**src/inc/cdz_consts.svh**
```systemverilog
`ifndef CDZ_CONSTS_SVH
`define CDZ_CONSTS_SVH
`define CDZ_ZD_OFF 2'h0
`define CDZ_ZD_INTERNAL 2'h1
`define CDZ_ZD_EXTERNAL 2'h3
`define CDZ_SRC_EXT_PRE 2'h0
`define CDZ_SRC_EXT_BYP 2'h1
`define CDZ_SRC_OSC_PRE 2'h2
`define CDZ_SRC_FORBID 2'h3
`define CDZ_CNT_W 4
`define CDZ_PRE_MIN 3'h1
`define CDZ_PRE_MAX 3'h6
`define CDZ_ONE4 4'h1
`define CDZ_ONE3 3'h1
`define CDZ_ZERO4 4'h0
`define CDZ_ZERO3 3'h0
`define CDZ_NCH 4
`endif

```
**src/inc/cdz_pkg.sv**
```systemverilog
`include "cdz_consts.svh"
package cdz_pkg;
    typedef enum logic [1:0] {
        CDZ_PH_RUN = 2'b00,
        CDZ_PH_HOLD = 2'b01,
        CDZ_PH_DELAY = 2'b10
    } cdz_phase_t;
endpackage : cdz_pkg

```
**src/verilog/cdz_clock_distribution.sv**
```systemverilog
`timescale 1ns/1ps
`include "cdz_consts.svh"
module cdz_clock_distribution
    import cdz_pkg::*;
#(
    parameter int NCH = `CDZ_NCH
) (
    input wire logic ref_clk, // divider input clock
    input wire logic resetn, // async reset, low active
    input wire logic osc_clk_en, // oscillator source pulse (one per osc cycle)
    input wire logic ext_clk_en, // external clock input pulse
    input wire logic ext_clk_lvl, // external clock input level (feedback)
    input wire logic sync_req, // hold all dividers while high
    input wire logic [1:0] zd_mode, // zero-delay mode field
    input wire logic [1:0] fb_div_sel, // feedback divider select
    input wire logic [1:0] src_sel, // divider source field
    input wire logic [2:0] pre_ratio, // pre-divider ratio 1..6
    input wire logic [NCH*4-1:0] low_cnt, // per-channel low count m
    input wire logic [NCH*4-1:0] high_cnt, // per-channel high count n
    input wire logic [NCH-1:0] div_bypass, // per-channel divider bypass
    input wire logic [NCH-1:0] dcc_disable, // per-channel correction off
    input wire logic [NCH*4-1:0] phase_dly, // per-channel coarse delay
    input wire logic [NCH-1:0] start_high, // per-channel start level
    input wire logic [NCH-1:0] direct_route, // per-group direct route
    output logic [NCH-1:0] clock_output_pins, // channel clock to output groups
    output logic loop_feedback_mux, // feedback to loop divider
    output logic src_illegal // forbidden source or setting
);
    // ==========================================================
    // source selection and pre-divider
    logic src_pulse;
    logic [2:0] pre_cnt_ff;
    logic pre_lvl_ff;
    logic pre_tick_ff;
    logic [2:0] pre_eff;
    logic [NCH-1:0] ch_lvl;

    assign src_pulse = (src_sel == `CDZ_SRC_OSC_PRE) ? osc_clk_en : ext_clk_en;
    assign pre_eff = (pre_ratio < `CDZ_PRE_MIN) ? `CDZ_PRE_MIN :
                     (pre_ratio > `CDZ_PRE_MAX) ? `CDZ_PRE_MAX : pre_ratio;

    always_ff @(posedge ref_clk or negedge resetn) begin
        if (!resetn) begin
            pre_cnt_ff <= `CDZ_ZERO3;
            pre_tick_ff <= 1'b0;
            pre_lvl_ff <= 1'b0;
        end else if (sync_req) begin
            pre_cnt_ff <= `CDZ_ZERO3;
            pre_tick_ff <= 1'b0;
            pre_lvl_ff <= 1'b0;
        end else begin
            pre_tick_ff <= 1'b0;
            if (src_pulse) begin
                pre_lvl_ff <= ~pre_lvl_ff;
                if (pre_cnt_ff >= pre_eff - `CDZ_ONE3) begin
                    pre_cnt_ff <= `CDZ_ZERO3;
                    pre_tick_ff <= 1'b1;
                end else begin
                    pre_cnt_ff <= pre_cnt_ff + `CDZ_ONE3;
                end
            end
        end
    end

    logic div_tick;
    logic src_pulse_d_ff;
    always_ff @(posedge ref_clk or negedge resetn) begin
        if (!resetn) begin
            src_pulse_d_ff <= 1'b0;
        end else begin
            src_pulse_d_ff <= src_pulse;
        end
    end
    // bypass path uses raw input pulse, delayed to match pre-divider latency
    assign div_tick = (src_sel == `CDZ_SRC_EXT_BYP) ? src_pulse_d_ff : pre_tick_ff;

    always_ff @(posedge ref_clk or negedge resetn) begin
        if (!resetn) begin
            src_illegal <= 1'b0;
        end else begin
            src_illegal <= (src_sel == `CDZ_SRC_FORBID) ||
                           ((|direct_route) && src_sel == `CDZ_SRC_EXT_BYP) ||
                           ((|div_bypass) && pre_eff == `CDZ_PRE_MIN);
        end
    end

    // ==========================================================
    // spacing of divider ticks in clock cycles, saturating
    logic [`CDZ_CNT_W-1:0] gap_cnt_ff;
    logic [`CDZ_CNT_W-1:0] gap_ff;
    always_ff @(posedge ref_clk or negedge resetn) begin
        if (!resetn) begin
            gap_cnt_ff <= `CDZ_ZERO4;
            gap_ff <= `CDZ_ZERO4;
        end else if (div_tick) begin
            gap_cnt_ff <= `CDZ_ZERO4;
            gap_ff <= (gap_cnt_ff == '1) ? gap_cnt_ff : gap_cnt_ff + `CDZ_ONE4;
        end else if (gap_cnt_ff != '1) begin
            gap_cnt_ff <= gap_cnt_ff + `CDZ_ONE4;
        end
    end

    // ==========================================================
    // channel dividers, all sharing one tick and one sync
    genvar g;
    generate
        for (g = 0; g < NCH; g++) begin : g_ch
            logic [`CDZ_CNT_W-1:0] m, n, d;
            logic [`CDZ_CNT_W-1:0] cnt_ff;
            logic [`CDZ_CNT_W-1:0] dly_ff;
            logic lvl_ff;
            logic [`CDZ_CNT_W-1:0] stretch_ff;
            logic out_ff;
            cdz_phase_t ph_ff;
            logic odd_dcc;
            assign m = low_cnt[g*`CDZ_CNT_W +: `CDZ_CNT_W];
            assign n = high_cnt[g*`CDZ_CNT_W +: `CDZ_CNT_W];
            assign d = phase_dly[g*`CDZ_CNT_W +: `CDZ_CNT_W];
            // n of all ones must not wrap into a match with m of zero
            assign odd_dcc = !dcc_disable[g] && (n != '1) && (m == n + `CDZ_ONE4);

            always_ff @(posedge ref_clk or negedge resetn) begin
                if (!resetn) begin
                    ph_ff <= CDZ_PH_HOLD;
                    cnt_ff <= `CDZ_ZERO4;
                    dly_ff <= `CDZ_ZERO4;
                    lvl_ff <= 1'b0;
                end else if (sync_req) begin
                    ph_ff <= CDZ_PH_HOLD;
                    cnt_ff <= `CDZ_ZERO4;
                    dly_ff <= `CDZ_ZERO4;
                    lvl_ff <= start_high[g];
                end else if (div_tick) begin
                    unique case (ph_ff)
                        CDZ_PH_HOLD: begin
                            lvl_ff <= start_high[g];
                            if (d == `CDZ_ZERO4) begin
                                ph_ff <= CDZ_PH_RUN;
                            end else begin
                                ph_ff <= CDZ_PH_DELAY;
                                dly_ff <= `CDZ_ONE4;
                            end
                        end
                        CDZ_PH_DELAY: begin
                            if (dly_ff >= d) begin
                                ph_ff <= CDZ_PH_RUN;
                            end else begin
                                dly_ff <= dly_ff + `CDZ_ONE4;
                            end
                        end
                        CDZ_PH_RUN: begin
                            if (cnt_ff >= (lvl_ff ? n : m)) begin
                                cnt_ff <= `CDZ_ZERO4;
                                lvl_ff <= ~lvl_ff;
                            end else begin
                                cnt_ff <= cnt_ff + `CDZ_ONE4;
                            end
                        end
                        default: ph_ff <= CDZ_PH_HOLD;
                    endcase
                end
            end

            // correction: hold the falling edge for half a tick spacing;
            // with one tick per clock the half tick rounds to nothing
            always_ff @(posedge ref_clk or negedge resetn) begin
                if (!resetn) begin
                    stretch_ff <= `CDZ_ZERO4;
                end else if (sync_req) begin
                    stretch_ff <= `CDZ_ZERO4;
                end else if (div_tick && ph_ff == CDZ_PH_RUN && lvl_ff && cnt_ff >= n) begin
                    stretch_ff <= gap_ff >> 1;
                end else if (stretch_ff != `CDZ_ZERO4) begin
                    stretch_ff <= stretch_ff - `CDZ_ONE4;
                end
            end

            always_ff @(posedge ref_clk or negedge resetn) begin
                if (!resetn) begin
                    out_ff <= 1'b0;
                end else if (direct_route[g]) begin
                    out_ff <= pre_lvl_ff;
                end else if (div_bypass[g]) begin
                    out_ff <= pre_lvl_ff;
                end else if (odd_dcc) begin
                    out_ff <= lvl_ff | (stretch_ff != `CDZ_ZERO4);
                end else begin
                    out_ff <= lvl_ff;
                end
            end
            assign ch_lvl[g] = out_ff;
        end
    endgenerate

    always_ff @(posedge ref_clk or negedge resetn) begin
        if (!resetn) begin
            clock_output_pins <= '0;
        end else begin
            clock_output_pins <= ch_lvl;
        end
    end

    // ==========================================================
    // zero-delay feedback multiplexers
    logic feedback_source_mux;
    always_comb begin
        unique case (zd_mode)
            `CDZ_ZD_INTERNAL: feedback_source_mux = ch_lvl[0];
            `CDZ_ZD_EXTERNAL: feedback_source_mux = ext_clk_lvl;
            default: feedback_source_mux = ch_lvl[fb_div_sel];
        endcase
    end

    always_ff @(posedge ref_clk or negedge resetn) begin
        if (!resetn) begin
            loop_feedback_mux <= 1'b0;
        end else begin
            loop_feedback_mux <= feedback_source_mux;
        end
    end
endmodule : cdz_clock_distribution

```
**config.mk**
```make
export PLATFORM = sky130hd
export DESIGN_NAME = cdz_clock_distribution
export DESIGN_NICKNAME = d
export VERILOG_FILES = /design/src/inc/cdz_pkg.sv /design/src/verilog/cdz_clock_distribution.sv
export VERILOG_INCLUDE_DIRS = /design/src /design/src/inc
export SDC_FILE = /design/constraint.sdc
export NUM_CORES = 1
export LEC_CHECK = 0
export BUFFER_PORTS_ARGS = -buffer_cell sky130_fd_sc_hd__buf_2
export CORE_MARGIN = 3
export CORE_UTILIZATION = 54
export CTS_CLUSTER_DIAMETER = 200
export CTS_CLUSTER_SIZE = 12
export DETAILED_ROUTE_END_ITERATION = 10
export GPL_TIMING_DRIVEN = 0
export PLACE_DENSITY = 0.78
export SKIP_LAST_GASP = 1
export SLEW_MARGIN = 20
export SYNTH_ARGS = -nofsm -noshare
export SYNTH_HDL_FRONTEND = slang
export SYNTH_SLANG_ARGS = --single-unit
```
**constraint.sdc**
```tcl
create_clock -name ref_clk -period 2.7 [get_ports ref_clk]
set_clock_uncertainty 0.15 [all_clocks]
set_input_delay 0.27 -clock ref_clk [delete_from_list [all_inputs] [get_ports ref_clk]]
set_output_delay 0.27 -clock ref_clk [all_outputs]
set_load 0.005 [all_outputs]
```
---- After elaboration in Yosys (flattened, before gate mapping) ----
Cells that the tools add are included.
word-level totals
  register bits after elaboration ......... 84
  input bits .............................. 79
  output and inout bits ................... 6
  logic and storage cells ................. 316
cells by class
  add/subtract/negate cells ............... 19
  order comparisons ....................... 16
  equality and inequality tests ........... 44
  multiplexer cells ....................... 118
  bitwise logic cells ..................... 9
  reduce and logical (&&, ||, !) cells .... 77
operators with widths
  operator             number
  $mux 4               51
  $add 4x1->4 const B  13
  $ge 4x4->1           12
  $ne 3x3->1 const B   16
  $reduce_bool 3->1    12
  $mux 1               32
  $mux 2               16
  $pmux 4 s2           4
  $pmux 2 s3           4
  $reduce_and 3->1     8
  $logic_and 1x1->1    22
  $ne 4x4->1 const B   5
  $eq 4x4->1           4
  $logic_not 4->1      4
  $reduce_and 4->1     4
  $reduce_bool 4->1    4
  $sub 4x1->4 const B  4
  $mux 3               5
  $eq 2x2->1 const B   7
  $reduce_bool 2->1    7
  $eq 2x1->1 const B   6
  $pmux 1 s2           5
  $logic_not 2->1      4
  $ne 2x2->1 const B   4
  15 further kinds     30

---- Longest topological paths before layout ----
  word-level depth ........................ 8
  mapped depth ............................ 9
  gate-level depth less buffers ........... 9

---- Worst setup path before layout ----
Ideal clock, no wire load.
  kind .................................... register to register
  start point ............................. register g_ch[1].lvl_ff
  end point ............................... register g_ch[1].cnt_ff[3]
  library setup time ...................... 78 ps
  arrival time ............................ 2,420 ps
  setup slack ............................. 52 ps
  stages on the path, launching flop included .. 9
  path buffers ............................ 1
  clock period less this slack ............ 2,648 ps
  cell sequence ........................... dfrtp_1 > clkbuf_1 > mux2_2 > ha_1 > nand2b_1 > a211o_1 > a2111oi_2 > nand3b_1 > a21oi_1
on the way
  word-level cells in the longest chain between the ends .. 6
ends and longest elaborated chain
  what                    RTL line                       source
  start, declared         cdz_clock_distribution.sv:111  logic lvl_ff;
  start signal, assigned  cdz_clock_distribution.sv:132  lvl_ff <= start_high[g];
  start signal, assigned  cdz_clock_distribution.sv:136  lvl_ff <= start_high[g];
  start signal, assigned  cdz_clock_distribution.sv:154  lvl_ff <= ~lvl_ff;
  $mux 4                  cdz_clock_distribution.sv:152  if (cnt_ff >= (lvl_ff ? n : m)) begin
  $ge 4x4->1              cdz_clock_distribution.sv:152
  $mux 4                  cdz_clock_distribution.sv:152
  $mux 4                  cdz_clock_distribution.sv:134  unique case (ph_ff)
  $mux 4                  cdz_clock_distribution.sv:133  end else if (div_tick) begin
  $mux 4                  cdz_clock_distribution.sv:128  end else if (sync_req) begin
  end signal, assigned    cdz_clock_distribution.sv:130  cnt_ff <= `CDZ_ZERO4;
  end signal, assigned    cdz_clock_distribution.sv:153  cnt_ff <= `CDZ_ZERO4;
  end signal, assigned    cdz_clock_distribution.sv:156  cnt_ff <= cnt_ff + `CDZ_ONE4;
  end, declared           cdz_clock_distribution.sv:109  logic [`CDZ_CNT_W-1:0] cnt_ff;
No other way between the ends. The select of a mux whose other input is x is not followed.
A chain may end at the register's enable or synchronous reset.

---- Final worst setup path ----
  start point ............................. register g_ch[2].lvl_ff
  end point ............................... register g_ch[2].cnt_ff[0]
on the way
  word-level cells in the longest chain between the ends .. 6
ends and longest elaborated chain
  what                    RTL line
  start, declared         cdz_clock_distribution.sv:111
  start signal, assigned  cdz_clock_distribution.sv:132
  start signal, assigned  cdz_clock_distribution.sv:136
  start signal, assigned  cdz_clock_distribution.sv:154
  $mux 4                  cdz_clock_distribution.sv:152
  $ge 4x4->1              cdz_clock_distribution.sv:152
  $mux 4                  cdz_clock_distribution.sv:152
  $mux 4                  cdz_clock_distribution.sv:134
  $mux 4                  cdz_clock_distribution.sv:133
  $mux 4                  cdz_clock_distribution.sv:128
  end signal, assigned    cdz_clock_distribution.sv:130
  end signal, assigned    cdz_clock_distribution.sv:153
  end signal, assigned    cdz_clock_distribution.sv:156
  end, declared           cdz_clock_distribution.sv:109
No other way between the ends. The select of a mux whose other input is x is not followed.

==> impl_summary.md <==
Status
The run finished with clean final reports.

Floorplanning
The total area inside the core boundary comes to ~12000 µm². The floorplan step set the die width to about 120 µm. The I/O pin count is 85.

The initial utilization of the core area, before any placement, comes to about 56%. The die outline height is around 120 µm. The row count is 39. The die area is roughly 13000 µm².

Drt
The first detailed-routing pass ran for 5 iterations. Dividing the detail-routed via count by the number of cells gives between 6 and 7. The count of routing violations after the opening detailed-route iteration is around 470. The final layout contains routed wiring with a total length of ~16000 µm. In the final routed layout, each cell accounts on average for 16.7 µm. The via count is 5932. Once detail routing completed, the nets flagged for antenna violations numbered 0.

The number of remaining DRC errors is 0.

Final layout
The most frequent standard cell in the layout excluding fill and tap cells is sky130_fd_sc_hd__buf_2. The sequential cells in the finished layout cover a total of about 2100 µm². The final core area utilization is between 60% and 70%.

The fraction of layout cells with a size suffix above 1 is roughly 16%. The final net count is roughly 1000. The number of antenna diodes in the final layout is 0. After filler insertion, the fill cell instance count of the layout stands at about 960. In the layout the commonest cells are sky130_fd_sc_hd__buf_2, sky130_fd_sc_hd__ha_1, sky130_fd_sc_hd__dfrtp_1.

The area used by multi-input combinational logic is 4100 µm². The area growth from synthesis to layout is 15.2%. The finished layout holds between 900 and 1000 standard cells, fillers aside.

Synth
The number of flip-flops and latches in the synthesized netlist is just over 80. Sequential cells were found to cover between 30% and 40% of the synthesized design area. The cell taking the most area after synthesis is sky130_fd_sc_hd__dfrtp_1. In this run the biggest area consumer among cell types represents between 30 and 40% of the synthesized area.

The total standard cell area after synthesis is ~6500 µm². Sorting the synthesized cells by area gives the leading types as sky130_fd_sc_hd__dfrtp_1, sky130_fd_sc_hd__ha_1, sky130_fd_sc_hd__mux2i_1. Yosys mapped a number of flops with a built-in enable equal to 0. The fraction of synthesis flops using an asynchronous set or reset pin is 100%. Averaged over all synthesized cells, the footprint is between 8 and 9 µm². The net count of the mapped netlist is around 890. The main flop type after synthesis is sky130_fd_sc_hd__dfrtp_1. The synthesized netlist contains between 60 and 70 unique library cells. The total of warnings raised by yosys is 0. Counting every instance in the synthesized netlist gives roughly 730.

Timing
Timing would allow up to ~380 MHz. The hold violation count in the final report was 0. Setup violations remaining at the end of the flow were counted as 0. The number of slew-limit violations in the final report was 0.

Setup repair after global routing could not meet its margin everywhere. Headroom to the max-slew limit came out at about two fifths. Final hold analysis gives a worst-case slack of between 0.05 and 0.06 ns. The setup total negative slack is 0 ns. The worst path needs about 2.6 ns of the cycle, external delays included. The ratio of final minimum period to clock period is around 97%. The slew at the pin with the worst max-slew slack is between 0.8 and 0.9 ns.

Placement
Summed over all nets, the half-perimeter wirelength after detailed placement is between 10000 and 15000 µm. The congestion estimate from routability-driven global placement came to between 0.8 and 0.9. In this run the tool buffered the top-level ports with 84 buffer cells. The total instance count after detailed placement is about 950.

Global route
For this run, global-route usage on met2 was measured as between 40 and 50%. The first global-routing pass estimated 27100 µm of wire. The all-layer global routing usage is between 20% and 30%.

Global routing consumed, on the met3 layer, under 10% of the routing resources. The number of antenna violations at the first check in global routing is 0. The most crowded layer after global routing is met2. The number of global-route vias before repair is ~6000. The met1 track demand over resource in global routing is 31.6%. The largest net degree at the start of global routing is between 50 and 60. The final global-route overflow total is 0.

Worst setup path
The slowest library cell on the worst path is sky130_fd_sc_hd__mux2_2. The required time of the critical path is 2.78 ns. The critical path goes through clkbuf_1 -> mux2_2 -> ha_1 -> nand2b_1 -> a21oi_1 -> o21ai_1 -> nor2_1 -> mux2_2. The worst setup path is captured at a flop. The startpoint type of the worst setup path is a flop. The data arrival time of the critical path is 2.68 ns. On the critical path the largest part of the delay comes from multiplexers.

The library cell appearing most often on the critical path is sky130_fd_sc_hd__mux2_2. The delay of the slowest cell on the worst path is ~0.41 ns. The largest fanout of any net on the critical path is 10. The path type of the worst setup path is flop to flop. The worst path buffer plus inverter count is 1.

CTS
The cell chosen for the clock root is sky130_fd_sc_hd__clkbuf_16. The clock passes through at most 2 buffers. The sink count of the clock tree is 83.

After clock tree synthesis, the clock-pin slew on the worst setup and hold paths is roughly 0.07 ns. TritonCTS built the clock tree. For the worst-skew pair, the clock arrives at the later sink with an insertion delay of 0.34 ns. Buffers added to address setup during post-CTS repair amount to 0. The number of clock buffers inserted by TritonCTS is 9. The total number of H-tree levels is 3.

Worst hold path
The worst min-delay path category is input port to flop.

Power
IR analysis of the VDD net gives a maximum drop of roughly 0.32 mV. The total design power is between 4 and 5 mW. The cell leakage power is roughly 3.6 nW. The power per cell area is ~600 nW/µm².

Job
Across the run, the number of max-cap violations was 0.
[tightest hold or removal path: stages]
cell and delay [ns]:
sky130_fd_sc_hd__buf_2 0.11, sky130_fd_sc_hd__a32oi_1 0.06, sky130_fd_sc_hd__o21ai_0 0.06
[registers in the layout, summed over array words and instances (netlist names)]
register / flops
pre_tick_ff: 1
pre_cnt_ff: 3
clock_output_pins: 4
loop_feedback_mux: 1
g_ch.stretch_ff: 16
g_ch.dly_ff: 16
g_ch.cnt_ff: 16
gap_ff: 3
pre_lvl_ff: 1
g_ch.lvl_ff: 4
src_illegal: 1
src_pulse_d_ff: 1
g_ch.ph_ff: 8
g_ch.out_ff: 4
gap_cnt_ff: 4
[cells in the mapped netlist (10+ instances only)]
library cell,instances
sky130_fd_sc_hd__ha_1,83
sky130_fd_sc_hd__dfrtp_1,79
sky130_fd_sc_hd__inv_1,67
sky130_fd_sc_hd__a21oi_1,53
sky130_fd_sc_hd__o21ai_0,51
sky130_fd_sc_hd__nand3_1,45
sky130_fd_sc_hd__nand2_1,42
sky130_fd_sc_hd__nor2_1,32
sky130_fd_sc_hd__mux2i_1,27
sky130_fd_sc_hd__nand2b_1,20
sky130_fd_sc_hd__nor2b_1,16
sky130_fd_sc_hd__xnor2_1,15
sky130_fd_sc_hd__a211oi_1,14
sky130_fd_sc_hd__nor3_1,13
sky130_fd_sc_hd__clkbuf_1,12
sky130_fd_sc_hd__nor3b_1,11
sky130_fd_sc_hd__mux2_2,10
sky130_fd_sc_hd__xor2_1,10
[layout make-up]
class / count / area share (%)
clock buffers: 9 / 3.01
inverters: 67 / 3.36
well taps: 143 / 2.39
clock inverters: 7 / 1.34
multi-input cells: 558 / 54.8
plain buffers: 15 / 0.937
repair buffers: 87 / 6.29
flip-flops and latches: 83 / 27.9
[timing repair]
item                                   CTS  global route
hold buffers                             2             0
pin swaps                                0             0
gates resized for setup                  4             3
endpoints found under the hold margin   33             0
setup endpoints to repair               17            14
[metrics by stage]
step / setup WS [ns] / area, µm²
after floorplan: 0.0516 / 6490
after global placement: -0.190 / 7090
after detailed placement: -0.249 / 7120
after CTS: 0.0100 / 7460
after global routing: -0.0335 / 7480
final: 0.0935 / 7480
[final timing paths]
path,from,to,slack [ns],cells after the start
setup / recovery,g_ch[2].lvl_ff,g_ch[2].cnt_ff[0],0.09,8
hold / removal,start_high[3],g_ch[3].lvl_ff,0.06,3
setup reg to reg,g_ch[2].lvl_ff,g_ch[2].cnt_ff[0],0.09,8
hold reg to reg,g_ch[2].out_ff,clock_output_pins[2],0.23,0
max in group asynchronous,resetn,g_ch[2].ph_ff[0],1.45,3
min in group asynchronous,resetn,g_ch[1].stretch_ff[3],0.28,2
[power breakdown]
| group | internal (mW) | switching, mW | total, mW |
|---|---|---|---|
| logic | 0.675 | 0.836 | 1.51 |
| registers | 1.46 | 0.221 | 1.68 |
| clock network | 0.819 | 0.529 | 1.35 |
[metal layers]
layer  wire length (µm)  vias up
met5                  0        -
met4                362        0
met1               7160     2853
met3                909       32
li1                   -     2848
met2               7770      199
[cells by family (layout without fill, tap and decap cells)]
family          count (synthesis)  in the layout  share of synthesized area (%)
xor+xnor                       25             25                           3.37
fa+ha+maj                      83             83                           16.0
buf+inv                        85            185                           5.13
compound gates                191            191                           19.1
simple gates                  221            221                           18.1
flops                          83             83                           32.1
mux                            38             38                           6.25
No activity file was read; power rests on OpenSTA's default activity.
